`src/cfg_bank_params.svh`:
```
// constants of the converter configuration command bank
`ifndef CFG_BANK_PARAMS_SVH
`define CFG_BANK_PARAMS_SVH

// ****************************************
// command codes
// ****************************************
`define CMD_MONITOR_SCALE   8'h2A
`define CMD_DUTY_CEILING    8'h32
`define CMD_SWITCH_RATE     8'h33
`define CMD_INPUT_START     8'h35
`define CMD_INPUT_STOP      8'h36
`define CMD_PHASE_SPREAD    8'h37
`define CMD_CURRENT_OFFSET  8'h39
`define CMD_OV_TRIP_LEVEL   8'h40
`define CMD_OV_TRIP_ACTION  8'h41

// ****************************************
// storage indices
// ****************************************
`define NUM_REGS            9
`define IDX_MONITOR_SCALE   4'h0
`define IDX_DUTY_CEILING    4'h1
`define IDX_SWITCH_RATE     4'h2
`define IDX_INPUT_START     4'h3
`define IDX_INPUT_STOP      4'h4
`define IDX_PHASE_SPREAD    4'h5
`define IDX_CURRENT_OFFSET  4'h6
`define IDX_OV_TRIP_LEVEL   4'h7
`define IDX_OV_TRIP_ACTION  4'h8
`define IDX_NONE            4'hF

// ****************************************
// field positions and reset values
// ****************************************
`define SPREAD_USED_MASK    16'h0FFF
`define CFG_RESET_WORD      16'h0000
`define RESP_IGNORE         2'h0
`define RESP_DELAY_RETRY    2'h1
`define RESP_DISABLE_RETRY  2'h2
`define RESP_HOLD_OFF       2'h3
`define RETRY_NONE          3'h0
`define RETRY_FOREVER       3'h7
`define VOUT_MODE_LINEAR    3'h0
`define UNMAPPED_BYTE       8'hFF

// ****************************************
// timing and addressing
// ****************************************
`define MCLK_PERIOD_NS      10
`define OV_DELAY_UNIT_NS    10000
`define OV_DELAY_UNIT_CYC   (`OV_DELAY_UNIT_NS / `MCLK_PERIOD_NS)
`define PMBUS_ADDR          7'h5A

`endif

```
`src/cfg_bank_pkg.sv`:
```
// types shared by the configuration command bank
package cfg_bank_pkg;

	typedef struct packed {
		logic [4:0]  exp;
		logic [10:0] mant;
	} linear_t;

	typedef struct packed {
		logic scl;
		logic sda;
	} pmbus_in_t;

	typedef struct packed {
		logic [15:0] monitor_scale;
		logic [15:0] duty_ceiling;
		logic [15:0] switch_rate;
		logic [15:0] input_start;
		logic [15:0] input_stop;
		logic [3:0]  group_id;
		logic [3:0]  unit_count;
		logic [3:0]  position;
		logic [15:0] ov_level;
		logic [4:0]  ov_exp;
	} cfg_t;

	typedef enum logic [2:0] {BUS_IDLE, BUS_ADDR, BUS_CMD, BUS_WR, BUS_RD} bus_st_t;

	typedef enum logic [2:0] {F_RUN, F_DELAY, F_OFF, F_LATCH} fault_st_t;

	typedef struct packed {
		bus_st_t          st;
		logic [3:0]       bitcnt;
		logic             ack_phase;
		logic [7:0]       shreg;
		logic             rw;
		logic [7:0]       cmd;
		logic [1:0]       byte_idx;
		logic [7:0]       wbuf;
		logic             sda_low;
		logic             scl_q;
		logic             sda_q;
		logic [8:0][15:0] regs;
		logic [4:0]       ov_exp;
		logic             ov;
		logic             resp_wr;
	} bus_state_t;

	typedef struct packed {
		fault_st_t   st;
		logic [15:0] cnt;
		logic [2:0]  retries;
		logic        on;
	} fault_state_t;

endpackage : cfg_bank_pkg

```
`src/converter_config_command_bank.sv`:
```
// pmbus command bank for converter configuration words
// Summary of operation
// - 0x2A word holds monitor sense scale factor
// - 0x32 word caps switching duty cycle
// - 0x33 word sets switching frequency, 1 kHz steps
// - 0x35 word is input start voltage
// - 0x36 word is input stop voltage
// - 0x37 bits 11:8 give group identifier
// - 0x37 bits 7:4 give units in group
// - 0x37 bits 3:0 give unit phase position
// - phase offsets relative to shared sync clock
// - 0x39 offset added to every current reading
// - 0x40 word is overvoltage trip level
// - 0x41 bits 7:6 response; 00 ignores fault
// - vout mode 000 linear, exponent bits 4:0
// - 10 disables then retries; 11 holds off
// - retry field 000 none, 111 forever
`timescale 1ns/100ps
`include "cfg_bank_params.svh"

module converter_config_command_bank #(
	parameter logic [6:0] DEV_ADDR    = `PMBUS_ADDR,
	parameter int         UNIT_CYCLES = `OV_DELAY_UNIT_CYC
) (
	// clock and reset
	input  wire logic                    mclk,
	input  wire logic                    reset_n,
	// pmbus pins
	input  wire cfg_bank_pkg::pmbus_in_t bus_in,
	output logic                         sda_out,
	output logic                         sda_oe_n,
	// converter side inputs
	input  wire logic [7:0]              vout_mode,
	input  wire logic [15:0]             vout_sense,
	input  wire cfg_bank_pkg::linear_t   iout_raw,
	input  wire logic                    fault_clear,
	// converter side outputs
	output cfg_bank_pkg::cfg_t           cfg,
	output cfg_bank_pkg::linear_t        iout_reading,
	output logic                         ov_fault,
	output logic                         output_on
);
	cfg_bank_pkg::bus_state_t s_q, s_d;

	logic        scl_rise;
	logic        scl_fall;
	logic        start_seen;
	logic        stop_seen;
	logic        byte_done;
	logic [3:0]  cmd_idx;
	logic [3:0]  rd_idx;
	logic        is_byte_cmd;
	logic        wr_commit;
	logic [15:0] wr_word;
	logic [7:0]  rd_byte;

	// ****************************************
	// command decode
	// ****************************************
	function automatic logic [3:0] index_of(input logic [7:0] code);
		logic [3:0] idx;
		idx = `IDX_NONE;
		case (code)
			`CMD_MONITOR_SCALE:  idx = `IDX_MONITOR_SCALE;
			`CMD_DUTY_CEILING:   idx = `IDX_DUTY_CEILING;
			`CMD_SWITCH_RATE:    idx = `IDX_SWITCH_RATE;
			`CMD_INPUT_START:    idx = `IDX_INPUT_START;
			`CMD_INPUT_STOP:     idx = `IDX_INPUT_STOP;
			`CMD_PHASE_SPREAD:   idx = `IDX_PHASE_SPREAD;
			`CMD_CURRENT_OFFSET: idx = `IDX_CURRENT_OFFSET;
			`CMD_OV_TRIP_LEVEL:  idx = `IDX_OV_TRIP_LEVEL;
			`CMD_OV_TRIP_ACTION: idx = `IDX_OV_TRIP_ACTION;
			default:             idx = `IDX_NONE;
		endcase
		return idx;
	endfunction : index_of

	assign cmd_idx     = index_of(s_q.shreg);
	assign rd_idx      = index_of(s_q.cmd);
	assign is_byte_cmd = (s_q.cmd == `CMD_OV_TRIP_ACTION);

	// ****************************************
	// bus events
	// ****************************************
	assign scl_rise   = bus_in.scl && !s_q.scl_q;
	assign scl_fall   = !bus_in.scl && s_q.scl_q;
	assign start_seen = bus_in.scl && s_q.scl_q && s_q.sda_q && !bus_in.sda;
	assign stop_seen  = bus_in.scl && s_q.scl_q && !s_q.sda_q && bus_in.sda;
	assign byte_done  = scl_fall && !s_q.ack_phase && s_q.bitcnt == 4'h8;

	assign wr_commit = byte_done && s_q.st == cfg_bank_pkg::BUS_WR && rd_idx != `IDX_NONE
		&& ((is_byte_cmd && s_q.byte_idx == 2'h0) || (!is_byte_cmd && s_q.byte_idx == 2'h1));

	always_comb begin
		if (is_byte_cmd) begin
			wr_word = {8'h00, s_q.shreg};
		end else if (s_q.cmd == `CMD_PHASE_SPREAD) begin
			wr_word = {s_q.shreg, s_q.wbuf} & `SPREAD_USED_MASK;
		end else begin
			wr_word = {s_q.shreg, s_q.wbuf};
		end
	end

	// word reads go low byte first; a byte command has no second byte
	always_comb begin
		if (rd_idx == `IDX_NONE) begin
			rd_byte = `UNMAPPED_BYTE;
		end else if (s_q.byte_idx == 2'h0) begin
			rd_byte = s_q.regs[rd_idx][7:0];
		end else if (s_q.byte_idx == 2'h1 && !is_byte_cmd) begin
			rd_byte = s_q.regs[rd_idx][15:8];
		end else begin
			rd_byte = 8'h00;
		end
	end

	// ****************************************
	// state update
	// ****************************************
	always_comb begin
		s_d         = s_q;
		s_d.scl_q   = bus_in.scl;
		s_d.sda_q   = bus_in.sda;
		s_d.resp_wr = 1'b0;
		s_d.ov      = (vout_sense >= s_q.regs[`IDX_OV_TRIP_LEVEL]);
		// direct and vid modes carry no exponent
		s_d.ov_exp  = (vout_mode[7:5] == `VOUT_MODE_LINEAR) ? vout_mode[4:0] : 5'h00;

		if (wr_commit) begin
			s_d.regs[rd_idx] = wr_word;
			s_d.resp_wr      = is_byte_cmd;
		end

		if (start_seen) begin
			s_d.st        = cfg_bank_pkg::BUS_ADDR;
			s_d.bitcnt    = 4'h0;
			s_d.ack_phase = 1'b0;
			s_d.sda_low   = 1'b0;
		end else if (stop_seen) begin
			s_d.st      = cfg_bank_pkg::BUS_IDLE;
			s_d.sda_low = 1'b0;
		end else if (s_q.st != cfg_bank_pkg::BUS_IDLE) begin
			if (scl_rise) begin
				if (s_q.ack_phase) begin
					// master nack ends a read, the line is left free
					if (s_q.st == cfg_bank_pkg::BUS_RD && bus_in.sda) begin
						s_d.st = cfg_bank_pkg::BUS_IDLE;
					end
				end else if (s_q.bitcnt != 4'h8) begin
					s_d.bitcnt = s_q.bitcnt + 4'h1;
					if (s_q.st != cfg_bank_pkg::BUS_RD) begin
						s_d.shreg = {s_q.shreg[6:0], bus_in.sda};
					end
				end
			end else if (byte_done) begin
				s_d.ack_phase = 1'b1;
				case (s_q.st)
					cfg_bank_pkg::BUS_ADDR: begin
						if (s_q.shreg[7:1] == DEV_ADDR) begin
							s_d.sda_low = 1'b1;
							s_d.rw      = s_q.shreg[0];
						end else begin
							s_d.st = cfg_bank_pkg::BUS_IDLE;
						end
					end
					cfg_bank_pkg::BUS_CMD: begin
						s_d.cmd      = s_q.shreg;
						s_d.byte_idx = 2'h0;
						if (cmd_idx != `IDX_NONE) begin
							s_d.sda_low = 1'b1;
						end else begin
							s_d.st = cfg_bank_pkg::BUS_IDLE;
						end
					end
					cfg_bank_pkg::BUS_WR: begin
						if (s_q.byte_idx == 2'h0) begin
							s_d.wbuf = s_q.shreg;
						end
						// bytes past the command's length are refused
						if ((is_byte_cmd && s_q.byte_idx != 2'h0) || s_q.byte_idx > 2'h1) begin
							s_d.st = cfg_bank_pkg::BUS_IDLE;
						end else begin
							s_d.sda_low  = 1'b1;
							s_d.byte_idx = s_q.byte_idx + 2'h1;
						end
					end
					default: begin
						s_d.sda_low = 1'b0;
					end
				endcase
			end else if (scl_fall && s_q.ack_phase) begin
				s_d.ack_phase = 1'b0;
				s_d.bitcnt    = 4'h0;
				s_d.sda_low   = 1'b0;
				case (s_q.st)
					cfg_bank_pkg::BUS_ADDR: begin
						if (s_q.rw) begin
							s_d.st       = cfg_bank_pkg::BUS_RD;
							s_d.byte_idx = 2'h0;
							s_d.shreg    = s_q.regs[rd_idx == `IDX_NONE ? 4'h0 : rd_idx][7:0];
							if (rd_idx == `IDX_NONE) begin
								s_d.shreg = `UNMAPPED_BYTE;
							end
							s_d.sda_low = !s_d.shreg[7];
						end else begin
							s_d.st = cfg_bank_pkg::BUS_CMD;
						end
					end
					cfg_bank_pkg::BUS_CMD: begin
						s_d.st = cfg_bank_pkg::BUS_WR;
					end
					cfg_bank_pkg::BUS_RD: begin
						s_d.byte_idx = (s_q.byte_idx == 2'h3) ? 2'h3 : s_q.byte_idx + 2'h1;
						s_d.shreg    = (s_q.byte_idx == 2'h0 && !is_byte_cmd && rd_idx != `IDX_NONE)
							? s_q.regs[rd_idx][15:8] : 8'h00;
						s_d.sda_low  = !s_d.shreg[7];
					end
					default: begin
						s_d.st = s_q.st;
					end
				endcase
			end else if (scl_fall && s_q.st == cfg_bank_pkg::BUS_RD && s_q.bitcnt != 4'h8) begin
				s_d.shreg   = {s_q.shreg[6:0], 1'b0};
				s_d.sda_low = !s_q.shreg[6];
			end
		end
	end

	always_ff @(posedge mclk) begin
		if (!reset_n) begin
			s_q <= '{st: cfg_bank_pkg::BUS_IDLE, bitcnt: 4'h0, ack_phase: 1'b0, shreg: 8'h00,
				rw: 1'b0, cmd: 8'h00, byte_idx: 2'h0, wbuf: 8'h00, sda_low: 1'b0,
				scl_q: 1'b1, sda_q: 1'b1, regs: {`NUM_REGS{`CFG_RESET_WORD}},
				ov_exp: 5'h00, ov: 1'b0, resp_wr: 1'b0};
		end else begin
			s_q <= s_d;
		end
	end

	// ****************************************
	// outputs and children
	// ****************************************
	// open drain: only ever pulls low
	assign sda_out  = 1'b0;
	assign sda_oe_n = !s_q.sda_low;
	assign ov_fault = s_q.ov;

	always_comb begin
		cfg.monitor_scale = s_q.regs[`IDX_MONITOR_SCALE];
		cfg.duty_ceiling  = s_q.regs[`IDX_DUTY_CEILING];
		cfg.switch_rate   = s_q.regs[`IDX_SWITCH_RATE];
		cfg.input_start   = s_q.regs[`IDX_INPUT_START];
		cfg.input_stop    = s_q.regs[`IDX_INPUT_STOP];
		cfg.group_id      = s_q.regs[`IDX_PHASE_SPREAD][11:8];
		cfg.unit_count    = s_q.regs[`IDX_PHASE_SPREAD][7:4];
		// position counts from the shared sync edge
		cfg.position      = s_q.regs[`IDX_PHASE_SPREAD][3:0];
		cfg.ov_level      = s_q.regs[`IDX_OV_TRIP_LEVEL];
		cfg.ov_exp        = s_q.ov_exp;
	end

	current_offset u_current_offset (
		.mclk    (mclk),
		.reset_n (reset_n),
		.raw     (iout_raw),
		.offset  (cfg_bank_pkg::linear_t'(s_q.regs[`IDX_CURRENT_OFFSET])),
		.reading (iout_reading)
	);

	ov_response #(
		.UNIT_CYCLES (UNIT_CYCLES)
	) u_ov_response (
		.mclk        (mclk),
		.reset_n     (reset_n),
		.fault       (s_q.ov),
		.fault_clear (fault_clear),
		.resp_wr     (s_q.resp_wr),
		.resp        (s_q.regs[`IDX_OV_TRIP_ACTION][7:0]),
		.output_on   (output_on)
	);
endmodule : converter_config_command_bank

```
`src/current_offset.sv`:
```
// applies the calibration offset to every output-current reading
`timescale 1ns/100ps

module current_offset (
	// clock and reset
	input  wire logic                  mclk,
	input  wire logic                  reset_n,
	// raw reading and offset, both linear words
	input  wire cfg_bank_pkg::linear_t raw,
	input  wire cfg_bank_pkg::linear_t offset,
	// corrected reading in the raw exponent
	output cfg_bank_pkg::linear_t      reading
);
	cfg_bank_pkg::linear_t s_q, s_d;
	logic signed [5:0]  diff;
	logic signed [31:0] aligned;
	logic signed [31:0] sum;

	always_comb begin
		diff    = $signed({offset.exp[4], offset.exp}) - $signed({raw.exp[4], raw.exp});
		aligned = (diff >= 0) ? (32'($signed(offset.mant)) <<< diff) : (32'($signed(offset.mant)) >>> (-diff));
		sum     = 32'($signed(raw.mant)) + aligned;
		s_d.exp = raw.exp;
		// saturate rather than wrap, a wrapped reading would flip sign
		if (sum > 32'sd1023) begin
			s_d.mant = 11'h3FF;
		end else if (sum < -32'sd1024) begin
			s_d.mant = 11'h400;
		end else begin
			s_d.mant = sum[10:0];
		end
	end

	always_ff @(posedge mclk) begin
		if (!reset_n) begin
			s_q <= '0;
		end else begin
			s_q <= s_d;
		end
	end

	assign reading = s_q;

endmodule : current_offset

```
`src/ov_response.sv`:
```
// output overvoltage fault response sequencer
`timescale 1ns/100ps
`include "cfg_bank_params.svh"

module ov_response #(
	parameter int UNIT_CYCLES = `OV_DELAY_UNIT_CYC
) (
	// clock and reset
	input  wire logic       mclk,
	input  wire logic       reset_n,
	// fault and settings
	input  wire logic       fault,
	input  wire logic       fault_clear,
	input  wire logic       resp_wr,
	input  wire logic [7:0] resp,
	// output control
	output logic            output_on
);
	cfg_bank_pkg::fault_state_t s_q, s_d;
	logic [15:0] delay_load;
	logic [1:0]  mode;

	assign mode       = resp[7:6];
	assign delay_load = 16'(32'(resp[2:0]) * UNIT_CYCLES);
	assign output_on  = s_q.on;

	always_comb begin
		s_d = s_q;
		case (mode)
			`RESP_IGNORE: begin
				s_d.st = cfg_bank_pkg::F_RUN;
				s_d.on = 1'b1;
			end
			`RESP_HOLD_OFF: begin
				s_d.st = cfg_bank_pkg::F_RUN;
				s_d.on = !fault;
			end
			default: begin
				case (s_q.st)
					cfg_bank_pkg::F_RUN: begin
						s_d.on = 1'b1;
						if (fault && mode == `RESP_DELAY_RETRY && delay_load != 16'h0000) begin
							s_d.st  = cfg_bank_pkg::F_DELAY;
							s_d.cnt = delay_load - 16'h0001;
						end else if (fault) begin
							s_d.on  = 1'b0;
							s_d.st  = (s_q.retries == `RETRY_NONE) ? cfg_bank_pkg::F_LATCH : cfg_bank_pkg::F_OFF;
							s_d.cnt = delay_load;
						end
					end
					cfg_bank_pkg::F_DELAY: begin
						if (!fault) begin
							s_d.st = cfg_bank_pkg::F_RUN;
						end else if (s_q.cnt == 16'h0000) begin
							s_d.on  = 1'b0;
							s_d.st  = (s_q.retries == `RETRY_NONE) ? cfg_bank_pkg::F_LATCH : cfg_bank_pkg::F_OFF;
							s_d.cnt = delay_load;
						end else begin
							s_d.cnt = s_q.cnt - 16'h0001;
						end
					end
					cfg_bank_pkg::F_OFF: begin
						s_d.on = 1'b0;
						if (s_q.cnt == 16'h0000) begin
							s_d.on = 1'b1;
							s_d.st = cfg_bank_pkg::F_RUN;
							if (s_q.retries != `RETRY_FOREVER) begin
								s_d.retries = s_q.retries - 3'h1;
							end
						end else begin
							s_d.cnt = s_q.cnt - 16'h0001;
						end
					end
					default: begin
						s_d.on = 1'b0;
					end
				endcase
			end
		endcase
		// a new setting or a clear restarts the retry budget
		if (fault_clear || resp_wr) begin
			s_d.retries = resp[5:3];
		end
		if (fault_clear) begin
			s_d.st = cfg_bank_pkg::F_RUN;
			s_d.on = 1'b1;
		end
	end

	always_ff @(posedge mclk) begin
		if (!reset_n) begin
			s_q <= '{st: cfg_bank_pkg::F_RUN, cnt: 16'h0000, retries: 3'h0, on: 1'b1};
		end else begin
			s_q <= s_d;
		end
	end
endmodule : ov_response

```
`config.mk`:
```
export PLATFORM = sky130hd
export DESIGN_NAME = converter_config_command_bank
export DESIGN_NICKNAME = d
export VERILOG_FILES = /design/src/cfg_bank_pkg.sv /design/src/converter_config_command_bank.sv /design/src/current_offset.sv /design/src/ov_response.sv
export VERILOG_INCLUDE_DIRS = /design/src
export SDC_FILE = /design/constraint.sdc
export NUM_CORES = 1
export LEC_CHECK = 0
export ABC_AREA = 1
export BUFFER_PORTS_ARGS = -buffer_cell sky130_fd_sc_hd__buf_2
export CAP_MARGIN = 25
export CORE_UTILIZATION = 40
export CTS_CLUSTER_SIZE = 12
export DETAILED_ROUTE_END_ITERATION = 10
export HOLD_SLACK_MARGIN = 0.02
export MAX_ROUTING_LAYER = met4
export PLACE_DENSITY_LB_ADDON = 0.2
export SETUP_SLACK_MARGIN = 0.4
export SLEW_MARGIN = 5
export SYNTH_ARGS = -nofsm -noshare
export SYNTH_HDL_FRONTEND = slang
export SYNTH_SLANG_ARGS = --single-unit
```
`constraint.sdc`:
```
create_clock -name mclk -period 6.7 [get_ports mclk]
set_input_delay 1.34 -clock mclk [delete_from_list [all_inputs] [get_ports mclk]]
set_output_delay 1.34 -clock mclk [all_outputs]
set_load 0.005 [all_outputs]
```
# Word-level counts from Yosys, hierarchy flattened
# Index checks and enable logic that the tools add are counted.
# word_totals
input_bits,45
reg_bits,228
out_inout_bits,133
# classes
n_eq_ne,65
order_cmp,8
n_reduce_logical,85
mul,1
shift,2
bitwise_logic,5
muxes,99
n_addsub,8
# ops
op,n
$mux 8,24
$bwmux 144,1
$bmux 16 s4,2
$eq 8x6->1 const B,14
$mux 16,7
$pmux 4 s9,2
$demux 16 s4,1
$mux 32,2
$pmux 19 s3,1
$mux 3,14
$mux 19,2
$mux 34,1
$add 11x32->32,1
$eq 8x7->1 const B,4
$gt 32x11->1 const B,1
$lt 32x11->1 const B,1
$sshl 11x6->32,1
$sshr 11x6->32,1
$reduce_and 9->1,3
$logic_and 1x1->1,24
$ne 4x4->1 const B,6
$reduce_bool 3->1,7
$mux 20,1
$mux 4,5
other kinds (63),147

# Depth between registers and ports, before layout
# logic_depth
depth_word,24
depth_mapped,36
mapped_depth_nobuf,36

# Cells and area by module
# From an unflattened synthesis, not the netlist that was laid out.
# unflattened
hier_cells,2631
area_unflattened_um2,16618.4
# by_module_without_submodules
mod,cells_each,instances,seq_area_each_um2,area_each_um2
converter_config_command_bank,1388,1,3643.5,9749.4
current_offset,913,1,320.3,4634.4
ov_response,330,1,440.4,2234.6

# Worst setup path before layout
# No wires, ideal clock.
# synth_timing
path_type,in2reg
start,input port iout_raw[11] (netlist name)
end,register u_current_offset.s_q (netlist bit u_current_offset.reading[1])
slack_ps,929
n_path_buf,3
cell_stages,29
t_arrival_ps,5701
t_required_ps,6630
cell_sequence,ha_1 inv_1 fa_1 inv_1 clkbuf_1 ha_1 clkbuf_1 inv_1 clkbuf_1 a21oi_1 o21ai_0 inv_1 o221ai_1 a21oi_1 ha_1 fa_1 nand3_1 nand3_1 nand2_1 nand3_1 nand3_1 nand3_1 xor2_1 nand2_1 nor2_1 nand4_1 nand2_2 nand2_1 a21oi_1
# synth_between
elab_chain_cells,8
elab_cells_between_ends,11
# synth_lines
element,line_no,rtl
from (decl),converter_config_command_bank.sv:35,"input wire cfg_bank_pkg::linear_t iout_raw,"
$sub 5x5->6 (*),current_offset.sv:20,"diff = $signed({offset.exp[4], offset.exp}) - $signed({raw.exp[4], raw.exp});"
$neg 6->6,current_offset.sv:21,aligned = (diff >= 0) ? (32'($signed(offset.mant)) <<< diff) : (32'($signed(offset.mant)) >>> (-diff));
$sshr 11x6->32,current_offset.sv:21,
$mux 32 (*),current_offset.sv:21,
$add 11x32->32 (*),current_offset.sv:22,sum = 32'($signed(raw.mant)) + aligned;
$lt 32x11->1,current_offset.sv:27,end else if (sum < -32'sd1024) begin
$mux 11,current_offset.sv:27,
$mux 10 (*),current_offset.sv:25,if (sum > 32'sd1023) begin
to (signal assigned),current_offset.sv:36,s_q <= '0;
to (signal assigned),current_offset.sv:38,s_q <= s_d;
to (decl),current_offset.sv:14,"cfg_bank_pkg::linear_t s_q, s_d;"
# Every way passes the cells marked *; elsewhere a longest branch is shown, timed or not.
# A chain may end at the register's enable or synchronous reset.

# Worst setup path in the final report
# layout_timing
start,input port iout_raw[11] (netlist name)
end,register u_current_offset.s_q (netlist bit u_current_offset.reading[0])
# Same word-level chain as after synthesis.

==> flow_summary_export.csv <==
group,metric,value,unit
sta,min_period,5.80,ns
synth,synth_cell_types,59,
sta,fin_crit_sh,86.6,%
floorplanning,die_w,204,um
critical_path,cp-start-kind,"input pin",
critical_path,path_depth,28,
critical_path,crit_required,7.18,ns
finish,n_antenna_cell,0,
critical_path,critPathKind,"input pin to register",
synth,synth-edff-count,0,
route,drc,0,
placed_design,dp_slack,0.233,ns
critical_path,path_buf_inv,5,
route,drt_iter0_drc,1431,
synth,synth_common_cells,"nand2_1 (524), inv_1 (337), o21ai_0 (269)",
route,vias_per_cell,5.45,
sta,finalMaxSlewViolations,0,
sta,fmax,0.172,GHz
floorplanning,initial_core_util,40.8,%
critical_path,timing.rr.end,"u_current_offset.reading[0]$_SDFF_PN0_",
synth,synth.area.top_cells,"dfxtp_1 (27%), nand2_1 (12%), o21ai_0 (8.2%)",
floorplanning,rows,73,
critical_path,crit_arrival,6.28,ns
route,via_count,17048,
floorplanning,dieArea,41600,um2
outcome,status,"finished, final reports clean",
power_and_ir_drop,vdd_drop_max,185,uV
synth,synth.most_common_cell,"nand2_1",
job,maxCapViolCount,0,
sta,skew,0.0166,ns
sta,tightest_slew,1.13,ns
critical_path,r2r_start,"s_q[114]$_SDFFE_PN0P_",
synth,netlist.area_leader.share,27.0,%
critical_path,path_common_cell,"nand3_1",
sta,setup_viol,0,
grt,grt_pass1_vias,15817,
route,drt-total-wl,58.6,mm
finish,nets,2713,
floorplanning,io_pins,178,
critical_path,critical-path-max-stage-delay,0.61,ns
synth,async_flop_share,0,%
power_and_ir_drop,power,3410,uW
floorplanning,core_region_area,40000,um2
placed_design,portBuffers,176,
power_and_ir_drop,power.leakage,0.00829,uW
clock_network,clk_pin_slew,0.06,ns
synth,postSynthAreaPerCell,6.39,um2
sta,setup-tns-final,0,ns
clock_network,post-cts-setup-buffers,0,
critical_path,crit_fanout,12,
grt,antenna_found_initial,0,
synth,ys_ff_latch,220,
route,ant_nets,0,
placed_design,place_congestion,0.975,
critical_path,path_delay_family,"adder cells",
grt,overflow,0,
grt,grt_pass1_wl,89.6,mm
floorplanning,die_y,204,um
clock_network,cts_tree,"built",
clock_network,cts-resized-gates,0,
clock_network,clock-sinks,220,
grt,grt_start_max_net_pins,85,
placed_design,post-place-cells,3076,
synth,yosys_warnings,0,
synth,synthCells,2555,
sta,rsz0062_at_grt,"false",
power_and_ir_drop,power_density,192,nW/um2
finish,final_util,44.4,%
grt,grt_use_total,28.3,%
finish,fin_cells,3127,
synth,synth_area,16300,um2
sta,relSlewSlack,23.9,%
critical_path,crit_start,"iout_raw[11]",
synth,yosys.area.top_type,"dfxtp_1",
clock_network,clk_path_buf_depth,3,
finish,synthToLayoutAreaGrowth,8.79,%
synth,synth_nets,2686,
clock_network,numCtsBuffers,27,
critical_path,crit_slowest_cell,"fa_1",
placed_design,dpl.hpwl,45.7,mm
critical_path,r2r_cells,28,
sta,hold_violations,0,
synth,seq_area_frac_synth,27.0,%
critical_path,cp-end-kind,"register",
clock_network,clk_latency,0.56,ns
clock_network,cts-root-buf,"clkbuf_16",
min_path,min_path_type,"register to register",
finish,drive_gt1_share,11.3,%
critical_path,regToRegSetupSlack,1.38,ns
route,wire_per_inst,18.7,um
route,drt-pass1-iter-count,6,
sta,fin_ws,0.901,ns
synth,synthFlopType,"dfxtp_1",
clock_network,cts_hold_buf,0,
clock_network,ctsHtreeMaxLevel,1,
critical_path,setup.worst_path.end,"u_current_offset.reading[0]$_SDFF_PN0_",
## power by group
group          total [uW]  internal, uW  switching [uW]
clock network        1510           893             615
logic                 578           181             397
registers            1330          1320            5.18
total                3410          2400            1020
## registers in the layout, summed over array words and instances (netlist names)
register                  cells
s_q                          68
ov_fault                      1
u_ov_response.s_q            21
cfg                         113
u_current_offset.reading     16
u_ov_response.output_on       1
## worst min-delay path, stage by stage, from the launching register on
cell	delay, ns
dfxtp_1	0.30
inv_1	0.06
nor3_1	0.05
## metrics by stage
step           instance area, um2  hold slack (ns)
6_report                    17800            0.453
2_1_floorplan               16300            0.419
5_1_grt                     17800            0.474
4_1_cts                     17700            0.450
3_5_place_dp                16800            0.441
3_3_place_gp                16800            0.434
## worst min path at each step
stage,end,startpoint,slack [ns],cells after the start
2_1_floorplan,s_q[101]$_SDFFE_PN0P_,s_q[101]$_SDFFE_PN0P_,0.42,2
3_3_place_gp,s_q[101]$_SDFFE_PN0P_,s_q[101]$_SDFFE_PN0P_,0.43,2
3_5_place_dp,s_q[101]$_SDFFE_PN0P_,s_q[101]$_SDFFE_PN0P_,0.44,2
4_1_cts,s_q[101]$_SDFFE_PN0P_,s_q[101]$_SDFFE_PN0P_,0.45,2
5_1_grt,s_q[101]$_SDFFE_PN0P_,s_q[101]$_SDFFE_PN0P_,0.47,2
6_report,s_q[101]$_SDFFE_PN0P_,s_q[101]$_SDFFE_PN0P_,0.45,2
## routing by layer
metal	up-vias	wire, um	track usage (%)	part of all wire (%)
met1	7876	27800	40.0	47
met3	96	4650	4.50	7.9
met4	0	2030	9.28	3.5
met5	-	0	-	0
li1	8396	-	-	-
met2	680	24100	40.7	41
## kinds of logic after synthesis
| logic type | synth area share [%] |
|---|---|
| simple gates | 26.7 |
| compound gates | 22.0 |
| buf+inv | 15.7 |
| flops | 27.0 |
| fa+ha+maj | 6.87 |
| xor+xnor | 1.72 |
| other cells | 0.0230 |
| mux | 0.0613 |
## area by class of cell
class,count,area (um2)
multi-input cells,1782,9370
fillers,4287,22300
clock inverters,14,136
repair buffers,204,1110
inverters,347,1300
flip-flops and latches,220,4400
clock buffers,35,776
well taps,525,657
## cell usage in the layout, fill, tap and decap left out, types with 21 or more instances in the layout
cell	synthesis	final
dfxtp_1	220	220
buf_2	14	175
o21ai_0	269	269
a211oi_1	22	22
nand3_1	165	165
clkbuf_16	0	27
ha_1	80	80
xor2_1	26	26
nand4_1	31	31
inv_1	337	336
buf_4	115	27
nand2_1	524	524
o22ai_1	21	21
nor2_1	207	206
a21oi_1	259	258
nor3_1	33	32
Note: power is estimated with default switching activity, not from simulation.
